`src/common/otprc_pkg.sv`:
```
`default_nettype none
package otprc_pkg;

	// ----------------------------------------
	// Timing; figures in ns, except SYNC_STAGES and the derived cycle counts
	// ----------------------------------------
	localparam int CLK_NS = 4;
	localparam int RESET_PULSE_MIN_TIME_NS = 500;
	localparam int RESET_TO_CE_NS = 200;
	localparam int ADDR_SETUP_NS = 8;
	localparam int WE_LOW_NS = 40;
	localparam int WE_HIGH_NS = 30;
	localparam int ADDRESS_ACCESS_TIME_NS = 70;
	localparam int SLEEP_MARGIN_NS = 20;
	localparam int BUS_GAP_NS = 20;
	localparam int SYNC_STAGES = 3;

	// Least times round up to whole cycles
	localparam int RESET_PULSE_CYC = (RESET_PULSE_MIN_TIME_NS + CLK_NS - 1) / CLK_NS;
	localparam int RESET_TO_CE_CYC = (RESET_TO_CE_NS + CLK_NS - 1) / CLK_NS;
	localparam int ADDR_SETUP_CYC = (ADDR_SETUP_NS + CLK_NS - 1) / CLK_NS;
	localparam int WE_LOW_CYC = (WE_LOW_NS + CLK_NS - 1) / CLK_NS;
	localparam int WE_HIGH_CYC = (WE_HIGH_NS + CLK_NS - 1) / CLK_NS;
	localparam int ACCESS_CYC = (ADDRESS_ACCESS_TIME_NS + CLK_NS - 1) / CLK_NS + SYNC_STAGES;
	localparam int SLEEP_CYC = (ADDRESS_ACCESS_TIME_NS + SLEEP_MARGIN_NS + CLK_NS - 1) / CLK_NS;
	localparam int BUS_GAP_CYC = (BUS_GAP_NS + CLK_NS - 1) / CLK_NS;

	// ----------------------------------------
	// Command cycles on the flash bus
	// ----------------------------------------
	localparam logic [11:0] ADDR_UNLOCK1 = 12'h555;
	localparam logic [11:0] ADDR_UNLOCK2 = 12'h2AA;
	localparam logic [15:0] DATA_UNLOCK1 = 16'h00AA;
	localparam logic [15:0] DATA_UNLOCK2 = 16'h0055;
	localparam logic [15:0] DATA_ENTER = 16'h0088;
	localparam logic [15:0] DATA_EXIT = 16'h0090;
	localparam logic [15:0] DATA_PROGRAM = 16'h00A0;
	localparam int TOGGLE_BIT = 6;

	// Identification region layout, word addresses
	localparam logic [15:0] CUSTOMER_FIRST = 16'h0080;
	localparam logic [15:0] REGION_WORDS = 16'h0100;

	// ----------------------------------------
	// Controller registers, byte offsets
	// ----------------------------------------
	localparam logic [7:0] REG_CMD = 8'h00;
	localparam logic [7:0] REG_ADDR = 8'h04;
	localparam logic [7:0] REG_WDATA = 8'h08;
	localparam logic [7:0] REG_BASE = 8'h0C;
	localparam logic [7:0] REG_STATUS = 8'h10;
	localparam logic [7:0] REG_RDATA = 8'h14;
	localparam logic [7:0] REG_CFG = 8'h18;

	localparam logic [3:0] CMD_ENTER = 4'h1;
	localparam logic [3:0] CMD_EXIT = 4'h2;
	localparam logic [3:0] CMD_PROGRAM = 4'h3;
	localparam logic [3:0] CMD_READ = 4'h4;
	localparam logic [3:0] CMD_RESET = 4'h5;

	localparam int ST_BUSY = 0;
	localparam int ST_REGION = 1;
	localparam int ST_REFUSED = 2;
	localparam int ST_MODE_LOST = 3;
	localparam int ST_TIMEOUT = 4;

	typedef enum logic [2:0] {
		S_RST_LOW,
		S_RST_GAP,
		S_IDLE,
		S_WR_SETUP,
		S_WR_LOW,
		S_WR_HIGH,
		S_RD_ACC,
		S_RD_GAP
	} otprc_state_t;

endpackage
`default_nettype wire

```
`src/design/otprc_host.sv`:
```
// How it works
// - Reset returns array read; we flag lost region mode so software reissues.
// - No fast programming or bypass; full four-cycle program always used.
// - Entry: AA at base+555, 55 at base+2AA, 88 at base+555.
// - Exit: AA at base+555, 55 at base+2AA, 90 at base+555; three writes.
// - Program: AA, 55, A0 unlock writes then one address and data write.
// - After locking, software issues exit so first sector reaches the array.
`timescale 1ns/1ns
`default_nettype none
module otprc_host #(
	parameter int ADDR_W = 24,
	parameter int DATA_W = 16,
	parameter logic [ADDR_W-1:0] FIRST_SECTOR_WORDS = ADDR_W'(32'h0000_8000),
	parameter logic [11:0] POLL_MAX = 12'hFFF
) (
	input wire logic MCLK,
	input wire logic RST_N,
	input wire logic [7:0] REG_ADDR,
	input wire logic [31:0] REG_WDATA,
	input wire logic REG_WR,
	input wire logic REG_RD,
	output logic [31:0] REG_RDATA,
	output logic FL_CE_N,
	output logic FL_OE_N,
	output logic FL_WE_N,
	output logic FL_RESET_N,
	output logic FL_FAST_PROGRAM_MODE,
	output logic [ADDR_W-1:0] FL_ADDR,
	output logic [DATA_W-1:0] FL_DQ_OUT,
	output logic FL_DQ_OE,
	input wire logic [DATA_W-1:0] FL_DQ_IN
);
	import otprc_pkg::*;

	// ----------------------------------------
	// State
	// ----------------------------------------
	otprc_state_t state_reg, state_next;
	logic [15:0] cnt_reg, cnt_next;
	logic [3:0] op_reg, op_next;
	logic [1:0] step_reg, step_next;
	logic [ADDR_W-1:0] addr_reg, base_reg;
	logic [DATA_W-1:0] wdata_reg, rdata_reg, rdata_next, prev_reg, prev_next;
	logic region_reg, region_next;
	logic lost_reg, lost_next, refused_reg, refused_next, timeout_reg, timeout_next;
	logic polling_reg, polling_next, first_reg, first_next;
	logic [11:0] poll_cnt_reg, poll_cnt_next;
	logic customer_locked_reg;
	logic ce_n_reg, ce_n_next, oe_n_reg, oe_n_next, we_n_reg, we_n_next;
	logic rst_n_reg, rst_n_next, dq_oe_reg, dq_oe_next;
	logic [ADDR_W-1:0] fl_addr_reg, fl_addr_next;
	logic [DATA_W-1:0] fl_dq_reg, fl_dq_next;
	logic [31:0] reg_rdata_reg;
	logic [DATA_W-1:0] dq_sync;

	// Data pins cross into this clock domain here
	otprc_sync #(.W(DATA_W)) u_sync (.MCLK(MCLK), .RST_N(RST_N), .D_IN(FL_DQ_IN), .Q(dq_sync));

	// ----------------------------------------
	// Decode
	// ----------------------------------------
	wire idle = (state_reg == S_IDLE);
	wire wr_cmd = REG_WR && (REG_ADDR == REG_CMD);
	wire [3:0] cmd_code = REG_WDATA[3:0];
	wire cmd_go = wr_cmd && idle; // Commands while busy are ignored and do not set the refused flag
	wire cnt_done = (cnt_reg == 16'h0000);
	wire [ADDR_W-1:0] region_end = ADDR_W'(REGION_WORDS);
	// Region-mode addresses in the first sector but past the region hold no valid data
	wire gap_addr = region_reg && (addr_reg >= region_end)
		&& (addr_reg < FIRST_SECTOR_WORDS);
	wire factory_addr = region_reg && (addr_reg < ADDR_W'(CUSTOMER_FIRST));
	wire customer_addr = region_reg && !factory_addr && (addr_reg < region_end);
	wire prog_refuse = factory_addr || gap_addr || (customer_addr && customer_locked_reg);
	wire cmd_known = (cmd_code >= CMD_ENTER) && (cmd_code <= CMD_RESET);
	wire refuse = !cmd_known || ((cmd_code == CMD_PROGRAM) && prog_refuse)
		|| ((cmd_code == CMD_READ) && gap_addr);
	wire [1:0] last_step = (op_reg == CMD_PROGRAM) ? 2'd3 : 2'd2;
	wire toggle_same = (dq_sync[TOGGLE_BIT] == prev_reg[TOGGLE_BIT]);
	wire poll_expire = polling_reg && (poll_cnt_reg == POLL_MAX) && !(!first_reg && toggle_same)
		&& (state_reg == S_RD_ACC) && cnt_done;

	// Unlock cycle address and data per step
	wire [ADDR_W-1:0] addr_u1 = ADDR_W'(base_reg + ADDR_W'(ADDR_UNLOCK1));
	wire [ADDR_W-1:0] addr_u2 = ADDR_W'(base_reg + ADDR_W'(ADDR_UNLOCK2));
	wire [DATA_W-1:0] op_data = (op_reg == CMD_ENTER) ? DATA_W'(DATA_ENTER)
		: (op_reg == CMD_EXIT) ? DATA_W'(DATA_EXIT) : DATA_W'(DATA_PROGRAM);
	wire [ADDR_W-1:0] seq_addr = (step_reg == 2'd3) ? addr_reg
		: (step_reg == 2'd1) ? addr_u2 : addr_u1;
	wire [DATA_W-1:0] seq_data = (step_reg == 2'd3) ? wdata_reg
		: (step_reg == 2'd1) ? DATA_W'(DATA_UNLOCK2)
		: (step_reg == 2'd0) ? DATA_W'(DATA_UNLOCK1) : op_data;

	// ----------------------------------------
	// Sequencer
	// ----------------------------------------
	always_comb begin
		state_next = state_reg;
		cnt_next = cnt_done ? cnt_reg : 16'(cnt_reg - 16'h0001);
		op_next = op_reg;
		step_next = step_reg;
		rdata_next = rdata_reg;
		prev_next = prev_reg;
		region_next = region_reg;
		lost_next = lost_reg;
		refused_next = refused_reg;
		timeout_next = timeout_reg;
		polling_next = polling_reg;
		first_next = first_reg;
		poll_cnt_next = poll_cnt_reg;
		ce_n_next = ce_n_reg;
		oe_n_next = oe_n_reg;
		we_n_next = we_n_reg;
		rst_n_next = rst_n_reg;
		dq_oe_next = dq_oe_reg;
		fl_addr_next = fl_addr_reg;
		fl_dq_next = fl_dq_reg;
		unique case (state_reg)
			S_RST_LOW: begin
				// Write strobe stays high so no command can land during reset
				if (cnt_done) begin
					rst_n_next = 1'b1;
					cnt_next = 16'(RESET_TO_CE_CYC);
					state_next = S_RST_GAP;
				end
			end
			S_RST_GAP: begin
				if (cnt_done) state_next = S_IDLE;
			end
			S_IDLE: begin
				if (cmd_go && refuse) refused_next = 1'b1;
				else if (cmd_go && (cmd_code == CMD_RESET)) begin
					rst_n_next = 1'b0;
					cnt_next = 16'(RESET_PULSE_CYC);
					lost_next = lost_reg || region_reg;
					region_next = 1'b0;
					state_next = S_RST_LOW;
				end else if (cmd_go && (cmd_code == CMD_READ)) begin
					fl_addr_next = addr_reg;
					ce_n_next = 1'b0;
					oe_n_next = 1'b0;
					polling_next = 1'b0;
					cnt_next = 16'(ACCESS_CYC);
					state_next = S_RD_ACC;
				end else if (cmd_go) begin
					op_next = cmd_code;
					step_next = 2'd0;
					cnt_next = 16'(ADDR_SETUP_CYC);
					state_next = S_WR_SETUP;
				end
			end
			S_WR_SETUP: begin
				// Address and data settle before the strobe falls
				fl_addr_next = seq_addr;
				fl_dq_next = seq_data;
				dq_oe_next = 1'b1;
				ce_n_next = 1'b0;
				if (cnt_done) begin
					we_n_next = 1'b0;
					cnt_next = 16'(WE_LOW_CYC);
					state_next = S_WR_LOW;
				end
			end
			S_WR_LOW: begin
				if (cnt_done) begin
					we_n_next = 1'b1;
					cnt_next = 16'(WE_HIGH_CYC);
					state_next = S_WR_HIGH;
				end
			end
			S_WR_HIGH: begin
				if (cnt_done && (step_reg != last_step)) begin
					step_next = 2'(step_reg + 2'd1);
					cnt_next = 16'(ADDR_SETUP_CYC);
					state_next = S_WR_SETUP;
				end else if (cnt_done) begin
					ce_n_next = 1'b1;
					dq_oe_next = 1'b0;
					if (op_reg == CMD_ENTER) region_next = 1'b1;
					if (op_reg == CMD_EXIT) region_next = 1'b0;
					if (op_reg == CMD_PROGRAM) begin
						// Embedded program runs on; poll its toggle bit before leaving
						fl_addr_next = addr_reg;
						polling_next = 1'b1;
						first_next = 1'b1;
						poll_cnt_next = 12'h000;
						cnt_next = 16'(BUS_GAP_CYC);
						state_next = S_RD_GAP;
					end else begin
						state_next = S_IDLE;
					end
				end
			end
			S_RD_ACC: begin
				if (cnt_done) begin
					rdata_next = dq_sync;
					prev_next = dq_sync;
					first_next = 1'b0;
					ce_n_next = 1'b1;
					oe_n_next = 1'b1;
					cnt_next = 16'(BUS_GAP_CYC);
					state_next = S_RD_GAP;
					// Two equal toggle bits in a row mean the embedded program ended
					if (polling_reg && !first_reg && toggle_same) polling_next = 1'b0;
					else if (poll_expire) begin
						polling_next = 1'b0;
						timeout_next = 1'b1;
					end else if (polling_reg) poll_cnt_next = 12'(poll_cnt_reg + 12'h001);
				end
			end
			S_RD_GAP: begin
				if (cnt_done && polling_reg) begin
					ce_n_next = 1'b0;
					oe_n_next = 1'b0;
					cnt_next = 16'(ACCESS_CYC);
					state_next = S_RD_ACC;
				end else if (cnt_done) state_next = S_IDLE;
			end
		endcase
		// Sticky flags: a clear loses to a set in the same cycle
		if (REG_WR && (REG_ADDR == REG_STATUS)) begin
			refused_next = refused_next && !(REG_WDATA[ST_REFUSED] && !(cmd_go && refuse));
			lost_next = lost_next && !(REG_WDATA[ST_MODE_LOST] && (lost_next == lost_reg));
			timeout_next = timeout_next && !(REG_WDATA[ST_TIMEOUT] && !poll_expire);
		end
	end

	always_ff @(posedge MCLK or negedge RST_N) begin
		if (!RST_N) begin
			state_reg <= S_RST_LOW;
			cnt_reg <= 16'(RESET_PULSE_CYC);
			op_reg <= 4'h0;
			step_reg <= 2'd0;
			rdata_reg <= '0;
			prev_reg <= '0;
			region_reg <= 1'b0;
			lost_reg <= 1'b0;
			refused_reg <= 1'b0;
			timeout_reg <= 1'b0;
			polling_reg <= 1'b0;
			first_reg <= 1'b0;
			poll_cnt_reg <= 12'h000;
		end else begin
			state_reg <= state_next;
			cnt_reg <= cnt_next;
			op_reg <= op_next;
			step_reg <= step_next;
			rdata_reg <= rdata_next;
			prev_reg <= prev_next;
			region_reg <= region_next;
			lost_reg <= lost_next;
			refused_reg <= refused_next;
			timeout_reg <= timeout_next;
			polling_reg <= polling_next;
			first_reg <= first_next;
			poll_cnt_reg <= poll_cnt_next;
		end
	end

	// Pin flops; reset pin low and write strobe high from reset onward
	always_ff @(posedge MCLK or negedge RST_N) begin
		if (!RST_N) begin
			ce_n_reg <= 1'b1;
			oe_n_reg <= 1'b1;
			we_n_reg <= 1'b1;
			rst_n_reg <= 1'b0;
			dq_oe_reg <= 1'b0;
			fl_addr_reg <= '0;
			fl_dq_reg <= '0;
		end else begin
			ce_n_reg <= ce_n_next;
			oe_n_reg <= oe_n_next;
			we_n_reg <= we_n_next;
			rst_n_reg <= rst_n_next;
			dq_oe_reg <= dq_oe_next;
			fl_addr_reg <= fl_addr_next;
			fl_dq_reg <= fl_dq_next;
		end
	end

	// ----------------------------------------
	// Software registers
	// ----------------------------------------
	wire [31:0] status_word = {27'h0, timeout_reg, lost_reg, refused_reg, region_reg, !idle};
	wire [31:0] lock_word = {24'h0, 1'b1, customer_locked_reg, 6'(customer_locked_reg)};
	wire [31:0] rd_mux = (REG_ADDR == otprc_pkg::REG_ADDR) ? 32'(addr_reg)
		: (REG_ADDR == otprc_pkg::REG_WDATA) ? 32'(wdata_reg)
		: (REG_ADDR == REG_BASE) ? 32'(base_reg)
		: (REG_ADDR == REG_STATUS) ? status_word
		: (REG_ADDR == otprc_pkg::REG_RDATA) ? 32'(rdata_reg)
		: (REG_ADDR == REG_CFG) ? lock_word : 32'h0000_0000;

	// Operands are not guarded while busy; software changes them only when idle
	always_ff @(posedge MCLK or negedge RST_N) begin
		if (!RST_N) begin
			addr_reg <= '0;
			wdata_reg <= '0;
			base_reg <= '0;
			customer_locked_reg <= 1'b0;
			reg_rdata_reg <= 32'h0000_0000;
		end else begin
			if (REG_WR && (REG_ADDR == otprc_pkg::REG_ADDR)) addr_reg <= REG_WDATA[ADDR_W-1:0];
			if (REG_WR && (REG_ADDR == otprc_pkg::REG_WDATA)) wdata_reg <= REG_WDATA[DATA_W-1:0];
			if (REG_WR && (REG_ADDR == REG_BASE)) base_reg <= REG_WDATA[ADDR_W-1:0];
			// Once set the lock flag sticks until controller reset
			if (REG_WR && (REG_ADDR == REG_CFG) && REG_WDATA[0]) customer_locked_reg <= 1'b1;
			if (REG_RD) reg_rdata_reg <= rd_mux;
		end
	end

	assign REG_RDATA = reg_rdata_reg;
	assign FL_CE_N = ce_n_reg;
	assign FL_OE_N = oe_n_reg;
	assign FL_WE_N = we_n_reg;
	assign FL_RESET_N = rst_n_reg;
	assign FL_FAST_PROGRAM_MODE = 1'b0;
	assign FL_ADDR = fl_addr_reg;
	assign FL_DQ_OUT = fl_dq_reg;
	assign FL_DQ_OE = dq_oe_reg;

endmodule // otprc_host
`default_nettype wire

```
`src/design/otprc_sync.sv`:
```
`timescale 1ns/1ns
`default_nettype none
module otprc_sync #(
	parameter int W = 16
) (
	input wire logic MCLK,
	input wire logic RST_N,
	input wire logic [W-1:0] D_IN,
	output logic [W-1:0] Q
);
	import otprc_pkg::*;

	// ----------------------------------------
	// Per-bit three-stage synchroniser
	// ----------------------------------------
	genvar i;
	generate
		for (i = 0; i < W; i++) begin : g_bit
			logic s1_reg, s2_reg, s3_reg, q_reg;
			// Stage one feeds stage two only; a change counts once stages two and three agree
			always_ff @(posedge MCLK or negedge RST_N) begin
				if (!RST_N) begin
					s1_reg <= 1'b0;
					s2_reg <= 1'b0;
					s3_reg <= 1'b0;
					q_reg <= 1'b0;
				end else begin
					s1_reg <= D_IN[i];
					s2_reg <= s1_reg;
					s3_reg <= s2_reg;
					if (s2_reg == s3_reg) begin
						q_reg <= s3_reg;
					end
				end
			end
			assign Q[i] = q_reg;
		end
	endgenerate

endmodule // otprc_sync
`default_nettype wire

```
`config.mk`:
```
export PLATFORM = sky130hd
export DESIGN_NAME = otprc_host
export DESIGN_NICKNAME = d
export VERILOG_FILES = /design/src/common/otprc_pkg.sv /design/src/design/otprc_host.sv /design/src/design/otprc_sync.sv
export SDC_FILE = /design/constraint.sdc
export NUM_CORES = 1
export LEC_CHECK = 0
export BUFFER_PORTS_ARGS = -buffer_cell sky130_fd_sc_hd__buf_2
export CAP_MARGIN = 20
export CORE_MARGIN = 2
export CORE_UTILIZATION = 49
export DETAILED_ROUTE_END_ITERATION = 8
export MAX_ROUTING_LAYER = met4
export PLACE_DENSITY = 0.67
export SLEW_MARGIN = 20
export SYNTH_ARGS = -nofsm -noshare
export SYNTH_HDL_FRONTEND = slang
export SYNTH_SLANG_ARGS = --single-unit
```
`constraint.sdc`:
```
create_clock -name MCLK -period 2.8 [get_ports MCLK]
set_input_delay 0.14 -clock MCLK [delete_from_list [all_inputs] [get_ports MCLK]]
set_output_delay 0.14 -clock MCLK [all_outputs]
set_load 0.005 [all_outputs]
```
# Yosys cells after proc, flatten, opt, wreduce, memory -nomap -nowiden
# Index checks and enable logic that the tools add are counted.
dict set report word_totals {
  reg_bits 265
  input_bits 60
  output_inout_bits 78
  wordCells 346
}
dict set report classes {
  addsub 5
  order_cmp 6
  n_eq_ne 63
  muxes 104
  bitwise_logic 3
  n_reduce_logical 77
}
# cell count
set op_table {}
lappend op_table {{24-bit two-way mux} 11}
lappend op_table {{16-bit two-way mux} 16}
lappend op_table {{16-bit case mux with 7 select lines} 1}
lappend op_table {{12-bit two-way mux} 7}
lappend op_table {{24-bit case mux with 3 select lines} 1}
lappend op_table {{3-bit two-way mux} 13}
lappend op_table {{1-bit logical AND} 35}
lappend op_table {{1-bit two-way mux} 34}
lappend op_table {{2-bit inequality test, second input constant} 15}
lappend op_table {{24-bit by 10-bit adder with 24-bit output, second input constant} 1}
lappend op_table {{24-bit by 11-bit adder with 24-bit output, second input constant} 1}
lappend op_table {{8-bit by 5-bit == test with 1-bit output, second input constant} 3}
lappend op_table {{24-bit by 9-bit greater-or-equal comparator with 1-bit output, second input constant} 1}
lappend op_table {{24-bit by 16-bit less-than comparator with 1-bit output, second input constant} 1}
lappend op_table {{24-bit by 8-bit less-than comparator with 1-bit output, second input constant} 1}
lappend op_table {{24-bit by 9-bit less-than comparator with 1-bit output, second input constant} 1}
lappend op_table {{12-bit case mux with 2 select lines} 1}
lappend op_table {{3-bit case mux with 8 select lines} 1}
lappend op_table {{6-bit AND reduction} 4}
lappend op_table {{1-bit == test} 18}
lappend op_table {{6-bit two-way mux} 3}
lappend op_table {{8-bit by 4-bit == test with 1-bit output, second input constant} 2}
lappend op_table {{16-bit logical NOT} 1}
lappend op_table {{8-bit two-way mux} 2}
lappend op_table {{41 further kinds} 84}

# Longest topological paths before layout
dict set report logic_depth {
  ltp_word 18
  ltp_mapped 12
}

# Hierarchy
# From an unflattened synthesis, not the netlist that was laid out.
dict set report hier_totals {
  cells_unflattened 1166
  hier_area_um2 12338.1
}
# module n_inst cells_each area_each_um2
set modules_own_cells {}
lappend modules_own_cells {otprc_host 1 1070 10436.3}
lappend modules_own_cells {otprc_sync 1 96 1901.8}

# Worst setup path before layout
# Ideal clock, no wire load.
dict set report synth_timing {
  path_kind {register -> register}
  start {register cnt_reg[0]}
  end {register cnt_reg[0]}
  arrival_ps 2630
  required_time_ps 2711
  slack_ps 81
  stages_incl_launch_ff 13
  path_buffers 0
  period_less_slack_ps 2719
  cell_sequence {dfstp_2 -> inv_1 -> ha_1 -> or3b_2 -> nor3_1 -> nand3_1 -> ha_1 -> nand2b_1 -> a21oi_1 -> o21ai_0 -> nand2_1 -> nor4_1 -> a211oi_1}
}
dict set report synth_between {
  elab_chain_cells 7
}
# element line
set synth_lines {}
lappend synth_lines {{start, declared} otprc_host.sv:39} ;# logic [15:0] cnt_reg, cnt_next;
lappend synth_lines {{start signal, assigned} otprc_host.sv:230} ;# cnt_reg <= 16'(RESET_PULSE_CYC);
lappend synth_lines {{start signal, assigned} otprc_host.sv:244} ;# cnt_reg <= cnt_next;
lappend synth_lines {{16-bit by 1-bit subtractor with 16-bit output / 16-bit logical NOT (equally long branches)} {otprc_host.sv:98, otprc_host.sv:66}}
lappend synth_lines {{16-bit two-way mux} otprc_host.sv:98} ;# cnt_next = cnt_done ? cnt_reg : 16'(cnt_reg - 16'h0001);
lappend synth_lines {{16-bit two-way mux} otprc_host.sv:144} ;# end else if (cmd_go) begin
lappend synth_lines {{16-bit two-way mux} otprc_host.sv:137} ;# end else if (cmd_go && (cmd_code == CMD_READ)) begin
lappend synth_lines {{16-bit two-way mux} otprc_host.sv:131} ;# else if (cmd_go && (cmd_code == CMD_RESET)) begin
lappend synth_lines {{16-bit two-way mux} otprc_host.sv:130} ;# if (cmd_go && refuse) refused_next = 1'b1;
lappend synth_lines {{16-bit case mux with 7 select lines (*)} otprc_host.sv:117} ;# unique case (state_reg)
lappend synth_lines {{via cnt_next[0]} otprc_host.sv:39}
# The timed path passes the listed nets; every way through them passes the cells marked *.
# A chain may end at the register's enable or synchronous reset.

# Final worst setup path
dict set report layout_timing {
  start {register cnt_reg[0]}
  end {register poll_cnt_reg[8]}
}
dict set report layout_between {
  elab_chain_cells 4
}
# element line
set layout_lines {}
lappend layout_lines {{16-bit logical NOT (*)} otprc_host.sv:66} ;# wire cnt_done = (cnt_reg == 16'h0000);
lappend layout_lines {{1-bit logical AND, on equally long branches} {otprc_host.sv:80, otprc_host.sv:171}}
lappend layout_lines {{2-bit inequality test (no line)} -}
lappend layout_lines {{8-bit AND reduction (no line) (*)} -}
lappend layout_lines {{end signal, assigned} otprc_host.sv:255} ;# poll_cnt_reg <= poll_cnt_next;
lappend layout_lines {{end, declared} otprc_host.sv:47} ;# logic [11:0] poll_cnt_reg, poll_cnt_next;
# Mark *: on every way between the ends. The rest lies on a longest branch, timed or not.

==> metrics.md <==
| Metric | Value |
|---|---|
| Num CTS Buffers | `27` |
| Total clock sinks | `257` |
| Post-synthesis sequential area ratio | `52.7%` |
| Rows | `57` |
| Clock root cell | `clkbuf_16` |
| Area Overhead vs Synth | `21.9%` |
| Xor and xnor area share after synthesis | `2.15%` |
| H-tree levels | `1` |
| First-pass GRT wire length | `53700 µm` |
| CTS max path bufs | `3` |
| Post-synthesis simple-gate area fraction | `16.0%` |
| Initial Utilization | `50.1%` |
| Top Ports | `138` |
| Max Clk Rate | `372 MHz` |
| Cells after Synth | `1176` |
| Remaining DRCs | `0` |
| Post-route clock period utilization | `96.0%` |
| Clock slew at reported path FFs | `0.06 ns` |
| CP endpoint kind | `register` |
| Complex-gate fraction of the synthesized area | `14.5%` |
| Post-Synth Adder-Cell Area | `2.33%` |
| Largest family of logic cells by synthesized area | `simple AND/OR/NAND/NOR gates` |
| Status | `finished clean` |
| Wirelength per Cell | `19.7 µm` |
| First drt pass iteration count | `5` |
| Worst Hold Launch | `REG_WDATA[1]` |
| Max_slew headroom | `55.4%` |
| Die footprint | `0.0262 mm²` |
| Critical path origin | `cnt_reg[0]` |
| Final core utilization | `61.1%` |
| Worst-path fanout max | `6` |
| Core ar. | `0.0244 mm²` |
| Layout Skew | `0.0235 ns` |
| Most common cell after layout, fill and taps aside | `dfrtp_1` |
| Vias in the first global route | `9584` |
| GRT Total Usage | `26.8%` |
| RR Startpoint | `cnt_reg[0]` |
| Vias | `9910` |
| Initial antenna violation count | `1` |
| Startpoint Class | `register` |
| Largest net degree at the start of global routing | `91` |
| Crit-path cells | `inv_1, ha_2, or3b_4, nor4_4, nand3_2, a221o_2, or3_1, a21oi_1` |
| Most frequent cells in the layout | `dfrtp_1, nand2_1, buf_2` |
| Leakage power | `6.82 nW` |
| Worst EP arrival | `3.15 ns` |
| # fillers | `2040` |
| Tmin final | `2.69 ns` |
| Synth Register Bits | `257` |
| Nets | `1438` |
| WS Path Type | `reg -> reg` |
| Detailed placement HPWL | `24100 µm` |
| Worst VDD drop | `0.539 mV` |
| WHS | `0.0372 ns` |
| HP Class | `in -> reg` |
| Max Cap Violations | `0` |
| Post-synth EDFFs | `0` |
| Synth async-reset ratio | `100%` |
| 1st-iter DRT viols | `904` |
| Critical Path RT | `3.27 ns` |
| Final hold viol count | `0` |
| Post-layout power | `11.8 mW` |
| Max incr delay on CP | `0.43 ns` |
| Ys Warns | `0` |
| Setup TNS | `0 ns` |
| GPL Wtd Cong | `0.936` |
| Library cells used by synthesis | `76` |
| Dpl ws | `-0.0385 ns` |
| Drt via density | `5.78` |
| Worst Setup Slack, final | `0.111 ns` |
| TritonCTS clock tree | `done` |
| Tightest Pin Transition | `0.669 ns` |
| Fin. max-slew vios | `0` |
| Final setup vio count | `0` |
| DRT antenna net count | `0` |
| Clk Latency, worst-skew pair | `0.56 ns` |
| Post-Syn Area | `0.0122 mm²` |
| Unrepaired setup endpoints after global routing | `false` |
| Post-synthesis mux area share | `8.76%` |
| Syn Area/Cell | `10.4 µm²` |
| Slowest stage cell, crit path | `or3b_4` |
| Power per cell area | `794 mW/mm²` |
| Port buffer count | `120` |
| Die X | `162 µm` |
| GRT overflow | `0` |
| Routed WL | `33800 µm` |
| Share of cells above drive strength 1 | `26.0%` |
| Die Y-Extent | `162 µm` |
| Synth Flop Type | `dfrtp_1` |
## worst paths after layout
check / to / depth (start not counted) / slack, ns
max in group asynchronous: cnt_reg[0] / 3 / 1.78
setup / recovery: poll_cnt_reg[8] / 8 / 0.11
hold reg to reg: u_sync.g_bit[10].s2_reg / 0 / 0.34
min in group asynchronous: poll_cnt_reg[6] / 2 / 0.13
setup reg to reg: poll_cnt_reg[8] / 8 / 0.11
hold / removal: base_reg[1] / 3 / 0.04
## critical path: cells and delay by family, from the launching register on
kind / cells / cell delay, ns
and+or+nand+nor: 4 / 1.35
AOI/OAI and AO/OA: 2 / 0.55
buffers and inverters: 1 / 0.10
adders and majority gates: 1 / 0.22
DFF: 1 / 0.38
## metrics by stage
stage                     instances  instance area (µm²)
after floorplan                1184                12300
after global placement         1617                13500
after detailed placement       1617                13500
after CTS                      1708                14800
after global routing           1714                14900
final                          1714                14900
## repair_timing
action | in CTS | in global routing
cloned | 1 | 1
gates resized for setup | 9 | 7
setup buffers | 0 | 4
pin swaps | 0 | 4
hold endpoints to repair | 135 | 0
endpoints found under the setup margin | 18 | 37
hold buffers | 40 | 0
## cells in the mapped netlist (all sizes together) (11+ instances only)
cell / n / share of area (%)
dfrtp: 248 / 51
nand2: 142 / 4.4
nor2: 89 / 2.8
mux2: 88 / 8.1
o21ai: 69 / 2.8
clkbuf: 60 / 1.8
a21oi: 42 / 1.7
a22oi: 34 / 2.1
nor3: 34 / 1.4
nand3: 26 / 1.1
inv: 21 / 0.64
a31oi: 20 / 1.0
buf: 19 / 0.99
maj3: 16 / 1.3
o211ai: 16 / 0.98
xnor2: 16 / 1.1
nor4: 15 / 1.1
xor2: 14 / 1.0
and2: 12 / 0.61
o31ai: 12 / 0.74
a211oi: 11 / 0.68
## cell type report
cell class	instances	area [µm²]	share of cell area [%]
diodes	1	2.50	0.0168
clock buffers	34	742	4.98
clock inverters	16	159	1.07
inverters	21	78.8	0.529
multi-input cells	828	5450	36.6
flip-flops and latches	257	6440	43.2
well taps	324	405	2.72
repair buffers	233	1630	10.9
## logic make-up after synthesis
group	count (synthesis)
AO/OA/AOI/OAI	268
XOR/XNOR	30
adder cells (fa/ha/maj)	26
buffers and inverters	100
flip-flops	257
multiplexers	96
other	1
AND/OR/NAND/NOR	398
## where the power goes
part / internal [mW] / total [mW] / leakage [nW] / switching, mW
Sequential: 4.27 / 4.75 / 3.29 / 0.476
Combinational: 1.48 / 3.48 / 3.08 / 2.00
Clock: 2.08 / 3.61 / 0.451 / 1.53
Total: 7.83 / 11.8 / 6.82 / 4.01
## metal layers
metal	share of wire (%)	global-route usage (%)
met1	46	38.1
met2	46	40.6
met3	6.7	4.16
met4	2.0	6.52
met5	0	-
(Power assumes the default switching activity.)
